===== src/verilog/uart_port_pkg.sv =====
// constants shared by the dual uart host bus port and its write fifo
// assumes a single 100 mhz clock and a serial core that owns the register map
package uart_port_pkg;
   localparam int          DATA_W         = 8;
   localparam int          ADDR_W         = 3;
   localparam int          CHAN_N         = 2;
   localparam int          FILL_W         = 6;
   localparam int          FIFO_DEPTH     = 32;
   localparam int          WR_ENTRY_W     = 1 + ADDR_W + DATA_W;
   // positions inside the write entry {channel, address, data}
   localparam int          ENTRY_DATA_LSB = 0;
   localparam int          ENTRY_ADDR_LSB = DATA_W;
   localparam int          ENTRY_CHAN_BIT = DATA_W + ADDR_W;
   // register addresses shadowed by this port
   localparam logic [2:0]  IER_ADDR       = 3'h1;
   localparam logic [2:0]  MCR_ADDR       = 3'h4;
   localparam int          MCR_IRQ_BIT    = 3;
   localparam int          IER_W          = 4;
   localparam int          IER_RX_BIT     = 0;
   localparam int          IER_TX_BIT     = 1;
   localparam int          IER_LINE_BIT   = 2;
   localparam int          IER_MODEM_BIT  = 3;
   localparam logic [3:0]  IER_RESET      = 4'h0;
   localparam logic        MCR_IRQ_RESET  = 1'b0;
   localparam logic [7:0]  DATA_RESET     = 8'h00;
   // bit positions of the synchronised strobe vector
   localparam int          SYNC_W         = 4;
   localparam int          SYNC_SEL_A     = 0;
   localparam int          SYNC_SEL_B     = 1;
   localparam int          SYNC_RD        = 2;
   localparam int          SYNC_WR        = 3;
   localparam logic [3:0]  SYNC_RESET     = 4'hf;

   typedef enum {ST_IDLE, ST_DRAIN, ST_AWAIT, ST_DRIVE} host_state_e;
endpackage : uart_port_pkg


===== src/verilog/port_fifo.sv =====
// synchronous fifo with valid/ready on both sides
// assumes one clock; full and empty follow the stored count
`timescale 1ns/100ps
module port_fifo #(
   parameter int WIDTH = 12,
   parameter int DEPTH = 32
) (
   input  wire logic             clock,
   input  wire logic             rstn,
   input  wire logic             in_valid,
   output logic                  in_ready,
   input  wire logic [WIDTH-1:0] in_data,
   output logic                  out_valid,
   input  wire logic             out_ready,
   output logic      [WIDTH-1:0] out_data
);
   localparam int PTR_W = $clog2(DEPTH);
   localparam int CNT_W = $clog2(DEPTH + 1);

   logic [WIDTH-1:0] mem_q [DEPTH];
   logic [PTR_W-1:0] wr_ptr_q, wr_ptr_d;
   logic [PTR_W-1:0] rd_ptr_q, rd_ptr_d;
   logic [CNT_W-1:0] count_q, count_d;
   logic             push;
   logic             pop;

   assign in_ready  = (count_q != CNT_W'(DEPTH));
   assign out_valid = (count_q != '0);
   assign out_data  = mem_q[rd_ptr_q];
   assign push      = in_valid & in_ready;
   assign pop       = out_valid & out_ready;

   always_comb begin
      wr_ptr_d = push ? PTR_W'((wr_ptr_q + 1'b1) % DEPTH) : wr_ptr_q;
      rd_ptr_d = pop ? PTR_W'((rd_ptr_q + 1'b1) % DEPTH) : rd_ptr_q;
      count_d  = count_q;
      if (push && !pop) begin
         count_d = count_q + 1'b1;
      end else if (pop && !push) begin
         count_d = count_q - 1'b1;
      end
   end

   always_ff @(posedge clock or negedge rstn) begin
      if (!rstn) begin
         wr_ptr_q <= '0;
         rd_ptr_q <= '0;
         count_q  <= '0;
      end else begin
         wr_ptr_q <= wr_ptr_d;
         rd_ptr_q <= rd_ptr_d;
         count_q  <= count_d;
      end
   end

   // storage has no reset: it is only read behind a nonzero count
   always_ff @(posedge clock) begin
      if (push) begin
         mem_q[wr_ptr_q] <= in_data;
      end
   end
endmodule : port_fifo


===== src/verilog/uart_host_port.sv =====
// host-side parallel port of a two-channel uart: strobes, data bus, irq, user output, dma ready
// assumes a serial core that drains register writes, answers read requests and reports fifo fill
`timescale 1ns/100ps
module uart_host_port
   import uart_port_pkg::*;
(
   input  wire logic                 clock,
   input  wire logic                 rstn,
   input  wire logic                 reset_pin,
   input  wire logic                 channel_a_select_n,
   input  wire logic                 channel_b_select_n,
   input  wire logic                 read_strobe_n,
   input  wire logic                 write_strobe_n,
   input  wire logic [ADDR_W-1:0]    register_address_lines,
   input  wire logic [DATA_W-1:0]    data_in,
   output logic      [DATA_W-1:0]    data_out,
   output logic                      data_oe,
   output logic                      channel_a_irq_out,
   output logic                      channel_a_irq_oe,
   output logic                      channel_b_irq_out,
   output logic                      channel_b_irq_oe,
   output logic                      channel_a_user_output_two_n,
   output logic                      channel_b_user_output_two_n,
   output logic                      channel_a_rx_dma_ready_n,
   output logic                      channel_b_rx_dma_ready_n,
   output logic                      channel_a_tx_dma_ready_n,
   output logic                      channel_b_tx_dma_ready_n,
   output logic                      serial_enable,
   output logic                      core_wr_valid,
   input  wire logic                 core_wr_ready,
   output logic                      core_wr_chan,
   output logic      [ADDR_W-1:0]    core_wr_addr,
   output logic      [DATA_W-1:0]    core_wr_data,
   output logic                      core_rd_req,
   output logic                      core_rd_chan,
   output logic      [ADDR_W-1:0]    core_rd_addr,
   input  wire logic                 core_rd_ack,
   input  wire logic [DATA_W-1:0]    core_rd_data,
   input  wire logic [CHAN_N-1:0]    rx_error,
   input  wire logic [CHAN_N-1:0]    rx_data_avail,
   input  wire logic [CHAN_N-1:0]    tx_empty,
   input  wire logic [CHAN_N-1:0]    modem_change,
   input  wire logic [CHAN_N-1:0]    dma_mode,
   input  wire logic [CHAN_N-1:0]    rx_trigger_hit,
   input  wire logic [CHAN_N-1:0][FILL_W-1:0] rx_fill_level,
   input  wire logic [CHAN_N-1:0][FILL_W-1:0] tx_free_level
);
   function automatic logic chan_of(input logic [1:0] sel_n);
      return sel_n[0] ? 1'b1 : 1'b0;
   endfunction : chan_of
   function automatic logic any_sel(input logic [1:0] sel_n);
      return ~&sel_n;
   endfunction : any_sel
   // ---------------- synchronisers ----------------
   logic [SYNC_W-1:0] sync1_q, sync2_q, sync3_q;
   logic [SYNC_W-1:0] sync1_d, sync2_d, sync3_d;
   logic              rd_fall, wr_fall;
   logic [1:0]        sel_n;
   always_comb begin
      sync1_d = {write_strobe_n, read_strobe_n, channel_b_select_n, channel_a_select_n};
      sync2_d = sync1_q;
      sync3_d = sync2_q;
   end
   always_ff @(posedge clock or negedge rstn) begin
      if (!rstn) begin
         sync1_q <= SYNC_RESET;
         sync2_q <= SYNC_RESET;
         sync3_q <= SYNC_RESET;
      end else begin
         sync1_q <= sync1_d;
         sync2_q <= sync2_d;
         sync3_q <= sync3_d;
      end
   end
   // one pulse per falling edge, judged only on the second stage and its delayed copy
   assign rd_fall = sync3_q[SYNC_RD] & ~sync2_q[SYNC_RD];
   assign wr_fall = sync3_q[SYNC_WR] & ~sync2_q[SYNC_WR];
   assign sel_n   = {sync2_q[SYNC_SEL_B], sync2_q[SYNC_SEL_A]};
   // ---------------- write path into the fifo ----------------
   logic                  wr_valid_q, wr_valid_d;
   logic [WR_ENTRY_W-1:0] wr_entry_q, wr_entry_d;
   logic                  fifo_in_ready, fifo_out_valid, fifo_out_ready;
   logic [WR_ENTRY_W-1:0] fifo_out_data;
   logic                  cwr_valid_q, cwr_valid_d;
   logic [WR_ENTRY_W-1:0] cwr_entry_q, cwr_entry_d;
   logic [CHAN_N-1:0]     mcr_irq_q, mcr_irq_d;
   logic [IER_W-1:0]      ier_q [CHAN_N];
   logic [IER_W-1:0]      ier_d [CHAN_N];
   logic                  wr_take;
   // a write edge while the holding slot is still full is dropped: the bus cannot be stalled
   assign wr_take        = wr_fall & any_sel(sel_n) & ~wr_valid_q;
   assign fifo_out_ready = ~cwr_valid_q | core_wr_ready;
   always_comb begin
      wr_valid_d  = wr_valid_q;
      wr_entry_d  = wr_entry_q;
      cwr_valid_d = cwr_valid_q;
      cwr_entry_d = cwr_entry_q;
      mcr_irq_d   = mcr_irq_q;
      ier_d       = ier_q;
      if (wr_valid_q && fifo_in_ready) begin
         wr_valid_d = 1'b0;
      end
      if (wr_take) begin
         wr_valid_d = 1'b1;
         wr_entry_d = {chan_of(sel_n), register_address_lines, data_in};
         if (register_address_lines == MCR_ADDR) begin
            mcr_irq_d[chan_of(sel_n)] = data_in[MCR_IRQ_BIT];
         end else if (register_address_lines == IER_ADDR) begin
            ier_d[chan_of(sel_n)] = data_in[IER_W-1:0];
         end
      end
      if (fifo_out_ready) begin
         cwr_valid_d = fifo_out_valid;
         cwr_entry_d = fifo_out_data;
      end
      if (reset_pin) begin
         wr_valid_d  = 1'b0;
         cwr_valid_d = 1'b0;
         mcr_irq_d   = {CHAN_N{MCR_IRQ_RESET}};
         for (int c = 0; c < CHAN_N; c++) begin
            ier_d[c] = IER_RESET;
         end
      end
   end

   always_ff @(posedge clock or negedge rstn) begin
      if (!rstn) begin
         wr_valid_q  <= 1'b0;
         wr_entry_q  <= '0;
         cwr_valid_q <= 1'b0;
         cwr_entry_q <= '0;
         mcr_irq_q   <= {CHAN_N{MCR_IRQ_RESET}};
         for (int c = 0; c < CHAN_N; c++) begin
            ier_q[c] <= IER_RESET;
         end
      end else begin
         wr_valid_q  <= wr_valid_d;
         wr_entry_q  <= wr_entry_d;
         cwr_valid_q <= cwr_valid_d;
         cwr_entry_q <= cwr_entry_d;
         mcr_irq_q   <= mcr_irq_d;
         ier_q       <= ier_d;
      end
   end
   port_fifo #(
      .WIDTH (WR_ENTRY_W),
      .DEPTH (FIFO_DEPTH)
   ) u_wr_fifo (
      .clock     (clock),
      .rstn      (rstn),
      .in_valid  (wr_valid_q),
      .in_ready  (fifo_in_ready),
      .in_data   (wr_entry_q),
      .out_valid (fifo_out_valid),
      .out_ready (fifo_out_ready),
      .out_data  (fifo_out_data)
   );
   assign core_wr_valid = cwr_valid_q;
   assign core_wr_chan  = cwr_entry_q[ENTRY_CHAN_BIT];
   assign core_wr_addr  = cwr_entry_q[ENTRY_ADDR_LSB +: ADDR_W];
   assign core_wr_data  = cwr_entry_q[ENTRY_DATA_LSB +: DATA_W];
   // ---------------- read sequencer ----------------
   host_state_e       state_q, state_d;
   logic              rd_req_q, rd_req_d;
   logic              rd_chan_q, rd_chan_d;
   logic [ADDR_W-1:0] rd_addr_q, rd_addr_d;
   logic [DATA_W-1:0] dout_q, dout_d;
   logic              doe_q, doe_d;
   logic              writes_idle;
   // reads wait for earlier writes so a read-back never sees stale contents
   assign writes_idle = ~wr_valid_q & ~fifo_out_valid & ~cwr_valid_q;
   always_comb begin
      state_d   = state_q;
      rd_req_d  = 1'b0;
      rd_chan_d = rd_chan_q;
      rd_addr_d = rd_addr_q;
      dout_d    = dout_q;
      doe_d     = doe_q;
      case (state_q)
         ST_IDLE: begin
            if (rd_fall && any_sel(sel_n)) begin
               rd_chan_d = chan_of(sel_n);
               rd_addr_d = register_address_lines;
               state_d   = ST_DRAIN;
            end
         end
         ST_DRAIN: begin
            if (sync2_q[SYNC_RD]) begin
               state_d = ST_IDLE;
            end else if (writes_idle) begin
               rd_req_d = 1'b1;
               state_d  = ST_AWAIT;
            end
         end
         ST_AWAIT: begin
            if (core_rd_ack) begin
               dout_d  = core_rd_data;
               doe_d   = ~sync2_q[SYNC_RD];
               state_d = sync2_q[SYNC_RD] ? ST_IDLE : ST_DRIVE;
            end
         end
         ST_DRIVE: begin
            if (sync2_q[SYNC_RD]) begin
               doe_d   = 1'b0;
               state_d = ST_IDLE;
            end
         end
         default: begin
            state_d = ST_IDLE;
         end
      endcase
      if (reset_pin) begin
         state_d  = ST_IDLE;
         rd_req_d = 1'b0;
         dout_d   = DATA_RESET;
         doe_d    = 1'b0;
      end
   end

   always_ff @(posedge clock or negedge rstn) begin
      if (!rstn) begin
         state_q   <= ST_IDLE;
         rd_req_q  <= 1'b0;
         rd_chan_q <= 1'b0;
         rd_addr_q <= '0;
         dout_q    <= DATA_RESET;
         doe_q     <= 1'b0;
      end else begin
         state_q   <= state_d;
         rd_req_q  <= rd_req_d;
         rd_chan_q <= rd_chan_d;
         rd_addr_q <= rd_addr_d;
         dout_q    <= dout_d;
         doe_q     <= doe_d;
      end
   end

   assign core_rd_req  = rd_req_q;
   assign core_rd_chan = rd_chan_q;
   assign core_rd_addr = rd_addr_q;
   assign data_out     = dout_q;
   assign data_oe      = doe_q;
   // ---------------- per-channel outputs ----------------
   logic [CHAN_N-1:0] irq_q, irq_oe_q, op2_n_q, rxr_n_q, txr_n_q;
   logic              ser_en_q, ser_en_d;

   generate
      for (genvar c = 0; c < CHAN_N; c++) begin : g_chan
         logic irq_d, irq_oe_d, op2_n_d, rxr_n_d, txr_n_d;
         logic cause;

         always_comb begin
            cause = (rx_error[c]      & ier_q[c][IER_LINE_BIT])
                  | (rx_data_avail[c] & ier_q[c][IER_RX_BIT])
                  | (tx_empty[c]      & ier_q[c][IER_TX_BIT])
                  | (modem_change[c]  & ier_q[c][IER_MODEM_BIT]);
            irq_d    = mcr_irq_q[c] & cause;
            irq_oe_d = mcr_irq_q[c];
            op2_n_d  = ~mcr_irq_q[c];
            if (dma_mode[c]) begin
               rxr_n_d = ~((rx_fill_level[c] != '0) & rx_trigger_hit[c]);
            end else begin
               rxr_n_d = (rx_fill_level[c] == '0);
            end
            txr_n_d = (tx_free_level[c] == '0);
            if (reset_pin) begin
               irq_d    = 1'b0;
               irq_oe_d = 1'b0;
               op2_n_d  = 1'b1;
               rxr_n_d  = 1'b1;
               txr_n_d  = 1'b1;
            end
         end

         always_ff @(posedge clock or negedge rstn) begin
            if (!rstn) begin
               irq_q[c]    <= 1'b0;
               irq_oe_q[c] <= 1'b0;
               op2_n_q[c]  <= 1'b1;
               rxr_n_q[c]  <= 1'b1;
               txr_n_q[c]  <= 1'b1;
            end else begin
               irq_q[c]    <= irq_d;
               irq_oe_q[c] <= irq_oe_d;
               op2_n_q[c]  <= op2_n_d;
               rxr_n_q[c]  <= rxr_n_d;
               txr_n_q[c]  <= txr_n_d;
            end
         end
      end
   endgenerate

   always_comb begin
      ser_en_d = ~reset_pin;
   end

   always_ff @(posedge clock or negedge rstn) begin
      if (!rstn) begin
         ser_en_q <= 1'b0;
      end else begin
         ser_en_q <= ser_en_d;
      end
   end

   assign serial_enable               = ser_en_q;
   assign channel_a_irq_out           = irq_q[0];
   assign channel_b_irq_out           = irq_q[1];
   assign channel_a_irq_oe            = irq_oe_q[0];
   assign channel_b_irq_oe            = irq_oe_q[1];
   assign channel_a_user_output_two_n = op2_n_q[0];
   assign channel_b_user_output_two_n = op2_n_q[1];
   assign channel_a_rx_dma_ready_n    = rxr_n_q[0];
   assign channel_b_rx_dma_ready_n    = rxr_n_q[1];
   assign channel_a_tx_dma_ready_n    = txr_n_q[0];
   assign channel_b_tx_dma_ready_n    = txr_n_q[1];
endmodule : uart_host_port


===== config.mk =====
export PLATFORM = sky130hd
export DESIGN_NAME = uart_host_port
export DESIGN_NICKNAME = d
export VERILOG_FILES = /design/src/verilog/uart_port_pkg.sv /design/src/verilog/port_fifo.sv /design/src/verilog/uart_host_port.sv
export SDC_FILE = /design/constraint.sdc
export NUM_CORES = 1
export LEC_CHECK = 0
export ABC_AREA = 1
export BUFFER_PORTS_ARGS = -buffer_cell sky130_fd_sc_hd__buf_2
export CAP_MARGIN = 10
export CORE_MARGIN = 1.5
export CORE_UTILIZATION = 60
export CTS_CLUSTER_DIAMETER = 120
export CTS_CLUSTER_SIZE = 12
export DETAILED_ROUTE_END_ITERATION = 8
export PLACE_DENSITY = 0.78
export SLEW_MARGIN = 15
export SYNTH_ARGS = -nofsm -noshare
export SYNTH_HDL_FRONTEND = slang
export SYNTH_SLANG_ARGS = --single-unit
export TNS_END_PERCENT = 20

===== constraint.sdc =====
create_clock -name clock -period 3.5 [get_ports clock]
set_clock_uncertainty 0.15 [all_clocks]
set_input_delay 0.7 -clock clock [delete_from_list [all_inputs] [get_ports clock]]
set_output_delay 0.7 -clock clock [all_outputs]
set_load 0.05 [all_outputs]

# Word level (Yosys, flattened, before mapping)

Memories as Yosys holds them, arrays and structs flattened. A register that Yosys moved wholly into a read port is not among the register bits.
Cells that the tools add are included.
Widths: inputs -> output; s select.

Register bits: 109
Word-level logic and storage cells: 175
Output and inout port bits: 38
RAM bits: 384
Input port bits: 64
Memories: 1

Bitwise gates (word level): 38
Reduce and logical (&&, ||, !) cells: 34
Add/subtract/negate cells: 4
Multiplexer cells: 54
Eq/ne operators: 11
$lt $le $gt $ge: 4

Memory list:

| name            | depth | width | rd ports | clocked after memory_dff | write ports | line            | source |
|---|---|---|---|---|---|---|---|
| u_wr_fifo.mem_q | 32    | 12    | 1        | 1                        | 1           | port_fifo.sv:20 | `logic [WIDTH-1:0] mem_q [DEPTH];` |

Operators with widths:

| cell                | count |
|---|---|
| $mux 32             | 6 |
| $pmux 32 s4         | 1 |
| $eq 32x2->1 const B | 2 |
| $mux 8              | 7 |
| $eq 32x1->1 const B | 1 |
| $logic_not 32->1    | 1 |
| $mux 1              | 28 |
| $logic_not 6->1     | 4 |
| $and 1x1->1         | 20 |
| $reduce_bool 6->1   | 3 |
| $reduce_bool 2->1   | 7 |
| $mux 6              | 2 |
| $add 5x1->5 const B | 2 |
| $not 1->1           | 10 |
| $ne 3x3->1 const B  | 3 |
| $bwmux 8            | 1 |
| $mux 2              | 4 |
| $reduce_and 2->1    | 4 |
| $or 1x1->1          | 7 |
| $add 6x1->6 const B | 1 |
| $logic_and 1x1->1   | 6 |
| $ne 6x6->1 const B  | 1 |
| $reduce_and 3->1    | 2 |
| $reduce_bool 3->1   | 2 |
| other kinds (17)    | 20 |

# Logic depth before layout (Yosys ltp)

Word-level depth: 11
Mapped depth: 15
Mapped depth without buffers: 15

# By module

A second synthesis with hierarchy kept.

Cell total of the unflattened synthesis: 1950
Area total of the unflattened synthesis: 20293.2 um^2

Modules (own cells, without submodules):

| module         | seq. area each (um^2) | instances | area each (um^2) | cells an instance |
|---|---|---|---|---|
| port_fifo      | 11931.4               | 1         | 17331.6          | 1636 |
| uart_host_port | 1846.8                | 1         | 2961.6           | 314 |

# Worst setup path after synthesis

Ideal clock, no wire load.

Path type: register to register
Start: register cwr_valid_q, in the netlist core_wr_valid
End: register u_wr_fifo.count_q[3]
Clock period less this slack: 2523 ps
Data arrival time: 2243 ps
Data required time: 3220 ps
Path slack: 977 ps
Buffers on the path: 0
Stages on the path, launching flop included: 12
Library setup time: 130 ps
Path through: dfrtp_1 > inv_1 > nor2_1 > inv_1 > nand2_1 > ha_1 > inv_1 > ha_1 > a21oi_1 > o21a_1 > xor2_1 > o21ai_0

Word-level cells in the longest chain between the ends: 6
Elaborated cells between the ends (all ways): 8
Classes of those cells: 1 x mux; 3 x bitwise; 4 x reduce/logical

Ends and longest elaborated chain:

| what                                               | line                  | source |
|---|---|---|
| start: declaration                                 | uart_host_port.sv:84  | `logic cwr_valid_q, cwr_valid_d;` |
| start signal: assignment                           | uart_host_port.sv:139 | `cwr_valid_q <= cwr_valid_d;` |
| $not 1->1 *                                        | uart_host_port.sv:92  | `assign fifo_out_ready = ~cwr_valid_q \| core_wr_ready;` |
| $or 1x1->1 *                                       | uart_host_port.sv:92  |  |
| $and 1x1->1 *                                      | port_fifo.sv:31       | `assign pop = out_valid & out_ready;` |
| $logic_not 1->1                                    | port_fifo.sv:37       | `if (push && !pop) begin` |
| $logic_and 1x1->1                                  | port_fifo.sv:37       |  |
| $mux 6 / $reduce_bool 2->1 (equally long branches) | --                    |  |
| end signal: assignment                             | port_fifo.sv:52       | `count_q <= count_d;` |
| end: declaration                                   | port_fifo.sv:23       | `logic [CNT_W-1:0] count_q, count_d;` |

Every way passes the cells marked *; elsewhere a longest branch is shown, timed or not.
A chain may end at the register's enable or synchronous reset.

# Worst setup path after layout

Start: register u_wr_fifo.count_q[1]
End: register u_wr_fifo.count_q[3]

Word-level cells in the longest chain between the ends: 5
Elaborated cells between the ends (all ways): 13
Classes of those cells: 2 x add/sub; 1 x eq/ne; 2 x mux; 2 x bitwise; 6 x reduce/logical

Ends and longest elaborated chain:

| what |
|---|
| branches (longest 5 deep; another with $sub 6x1->6) |

Several ways; the timed one is not identified. The select of a mux whose other input is x is not followed.

==> key figures <==
Synthesis
  – Synth area leaders: edfxtp_1, nand2_1, dfrtp_1, nand3_1, inv_1
  – Post-synth ARST share: 18.8%
  – Most common library cells after synthesis: nand2_1, edfxtp_1, nand3_1, inv_1, nor2_1
  – Top cell type by total area after synthesis: edfxtp_1
  – EDFF count, synth: 384
  – Post-Synthesis Cells: 1904
  – Yosys top cell area share: 57.7%
  – Synthesized area per cell: 10.5 um2
  – Cell Area, Synth: 20000 um2
  – Net Count, Synth: 1979
  – Flop and latch count out of synthesis: 473
  – Count leader, synth: nand2_1
  – Netlist cell types: 39
  – Synth warnings: 0
  – Main synth FF type: edfxtp_1
  – Sequential area share after synthesis: 69.0%

Power
  – PwrDens: 758 nW/um2
  – Total Power: 0.0169 W
  – Leakage power total: 9.42 nW
  – Maximum VDD drop: 0.496 mV

Clock tree
  – Later-pin clock latency in the skew report: 0.55 ns
  – TritonCTS clock tree: built
  – Clock Tree Buf Depth: 3
  – CTS Hold Buffers Added: 0
  – Htree depth: 2
  – Post_cts resized: 0
  – Clock sinks: 473
  – CTS Buf Count: 45
  – Root buf cell: clkbuf_16
  – Post-CTS setup buffer count: 0
  – CTS clock-pin slew for the worst setup and hold paths: 0.06 ns

Global routing
  – All-Layer GR Usage: 28.3%
  – Global-route wire length before repair: 73.8 mm
  – Largest net degree at the start of global routing: 207
  – Number of global-route vias before repair: 13600
  – Global route total overflow: 0
  – Initial antenna violation count: 0

Timing
  – Unrepaired setup endpoints after global routing: false
  – Fin. max-slew vios: 0
  – Post-layout minimum cycle time: 2.86 ns
  – FMAX: 0.349 GHz
  – Max_slew headroom: 21.6%
  – Slew @ Worst Pin: 1.18 ns
  – Final worst-path cycle share: 81.8%
  – Final setup TNS: 0 ns
  – Final Hold Fails: 0
  – Final setup viols: 0

Cells and area
  – Layout cells sized above 1: 11.3%
  – Area delta synth->final: 11.9%
  – Final Util: 68.5%
  – Nets: 2096
  – N_diodes: 0

Worst setup path
  – Worst-path fanout max: 12
  – Worst Reg-to-Reg Cells: 11
  – FF-to-FF Start: u_wr_fifo.count_q[1]
  – Crit path kind: reg2reg
  – Arrival time worst endpoint: 3.12 ns
  – Crit path required time: 3.76 ns
  – R2r setup slk: 0.64 ns
  – Startpoint types: flop
  – CP endpoint kind: flop
  – R2R Path End: u_wr_fifo.count_q[3]

Die
  – Starting Density: 61.2%
  – Num rows: 66
  – Core region area: 32600 um2
  – Ports: 102
  – Die height: 185 um
  – Chip width: 185 um
  – Die area: 34400 um2

Placed design
  – GPL Wtd Cong: 0.904
  – PortBufs: 101
  – DP HPWL: 28.4 mm

Drt
  – Routed wire length: 47.2 mm
  – Routed Antenna Nets: 0
  – DRT iter0 DRCs: 1531
  – Vias: 14000
  – DRC Markers: 0
  – Via/cell ratio: 5.59
  – Wire length per cell: 18.9 um
  – First-pass iteration count of the detailed router: 5

Outcome
  – Outcome: finished clean

Worst hold path
  – Hold WC Path Type: in2async

Run
  – Max Cap Violations: 0
[how the worst max path moves through the flow]
| stage | slack [ns] | endpoint | from | cells after the start |
|---|---|---|---|---|
| global route | 0.48 | u_wr_fifo.count_q[3] | u_wr_fifo.count_q[1] | 11 |
| global placement | 0.79 | u_wr_fifo.count_q[5] | core_wr_ready | 14 |
| detailed placement | 0.66 | u_wr_fifo.count_q[3] | core_wr_ready | 11 |
| floorplan | 0.98 | u_wr_fifo.count_q[3] | core_wr_valid | 11 |
| finish | 0.64 | u_wr_fifo.count_q[3] | u_wr_fifo.count_q[1] | 11 |
| CTS | 0.68 | u_wr_fifo.count_q[3] | u_wr_fifo.count_q[1] | 11 |
[cells by family after synthesis]
group                      synth area share (%)
AOI/OAI and AO/OA                          2.73
xor gates and xnor gates                  0.482
adders and majority gates                 0.727
buffers and inverters                      6.20
DFF                                        69.0
and+or+nand+nor                            20.9
[critical path, cell delays in order (launching register included)]
cell and delay, ns:
dfrtp_1 0.41, inv_1 0.12, nand4_2 0.13, o31ai_4 0.28
inv_2 0.17, ha_1 0.27, inv_1 0.15, ha_1 0.31
a21oi_1 0.24, o21a_1 0.20, xor2_1 0.17, o21ai_0 0.11
[layer usage]
layer	routed length, um	global-route usage [%]
met4	1930	12.1
met2	22400	46.4
met1	18700	37.4
met3	4120	4.87
met5	0	0
[through the flow]
step	hold WS [ns]	worst slack (ns)	instances	area, um2
after floorplan	0.195	0.977	1904	20000
after global placement	0.196	0.788	2416	21100
after detailed placement	0.197	0.660	2416	21100
after CTS	0.0645	0.680	2499	22300
after global routing	0.0838	0.480	2499	22300
final	0.0531	0.638	2499	22300
[sequential cells by signal, indices dropped and copies added, names as in the netlist, 3 cells and up]
signal	count
data_out	8
u_wr_fifo.wr_ptr_q	5
u_wr_fifo.rd_ptr_q	5
u_wr_fifo.count_q	6
core_rd_addr	3
sync1_q	4
ier_q	8
wr_entry_q	12
cwr_entry_q	12
u_wr_fifo.mem_q	384
sync2_q	4
[where the power goes]
group,internal (W),switching [W],leakage (nW)
sequential,0.00661,0.000298,4.58
clock,0.00243,0.00200,0.609
combinational,0.00151,0.00408,4.23
total,0.0106,0.00638,9.42
[cell type report]
class / count / area, um2
flip-flops and latches: 473 / 13800
fillers: 2332 / 10300
multi-input cells: 1137 / 4960
clock buffers: 80 / 1260
repair buffers: 155 / 976
inverters: 209 / 788
well taps: 442 / 553
clock inverters: 3 / 26.3
[cell usage in the layout, fill, tap and decap left out, types with 3 or more instances in the layout]
cell type    n
buf_4       50
buf_2      100
dfrtp_1     71
inv_2        4
ha_1        10
inv_6        3
a21oi_1     31
xnor2_1      3
o21ai_0     48
xor2_1       8
nand2_1    619
clkbuf_16   45
nand3_1    252
o21ai_1      3
nand4_1      3
edfxtp_1   384
inv_1      202
dfstp_2     16
buf_12       5
clkbuf_1    35
nor2_1     133
nor4_1       4
o211ai_1     4
No activity file was read; power rests on OpenSTA's default activity.
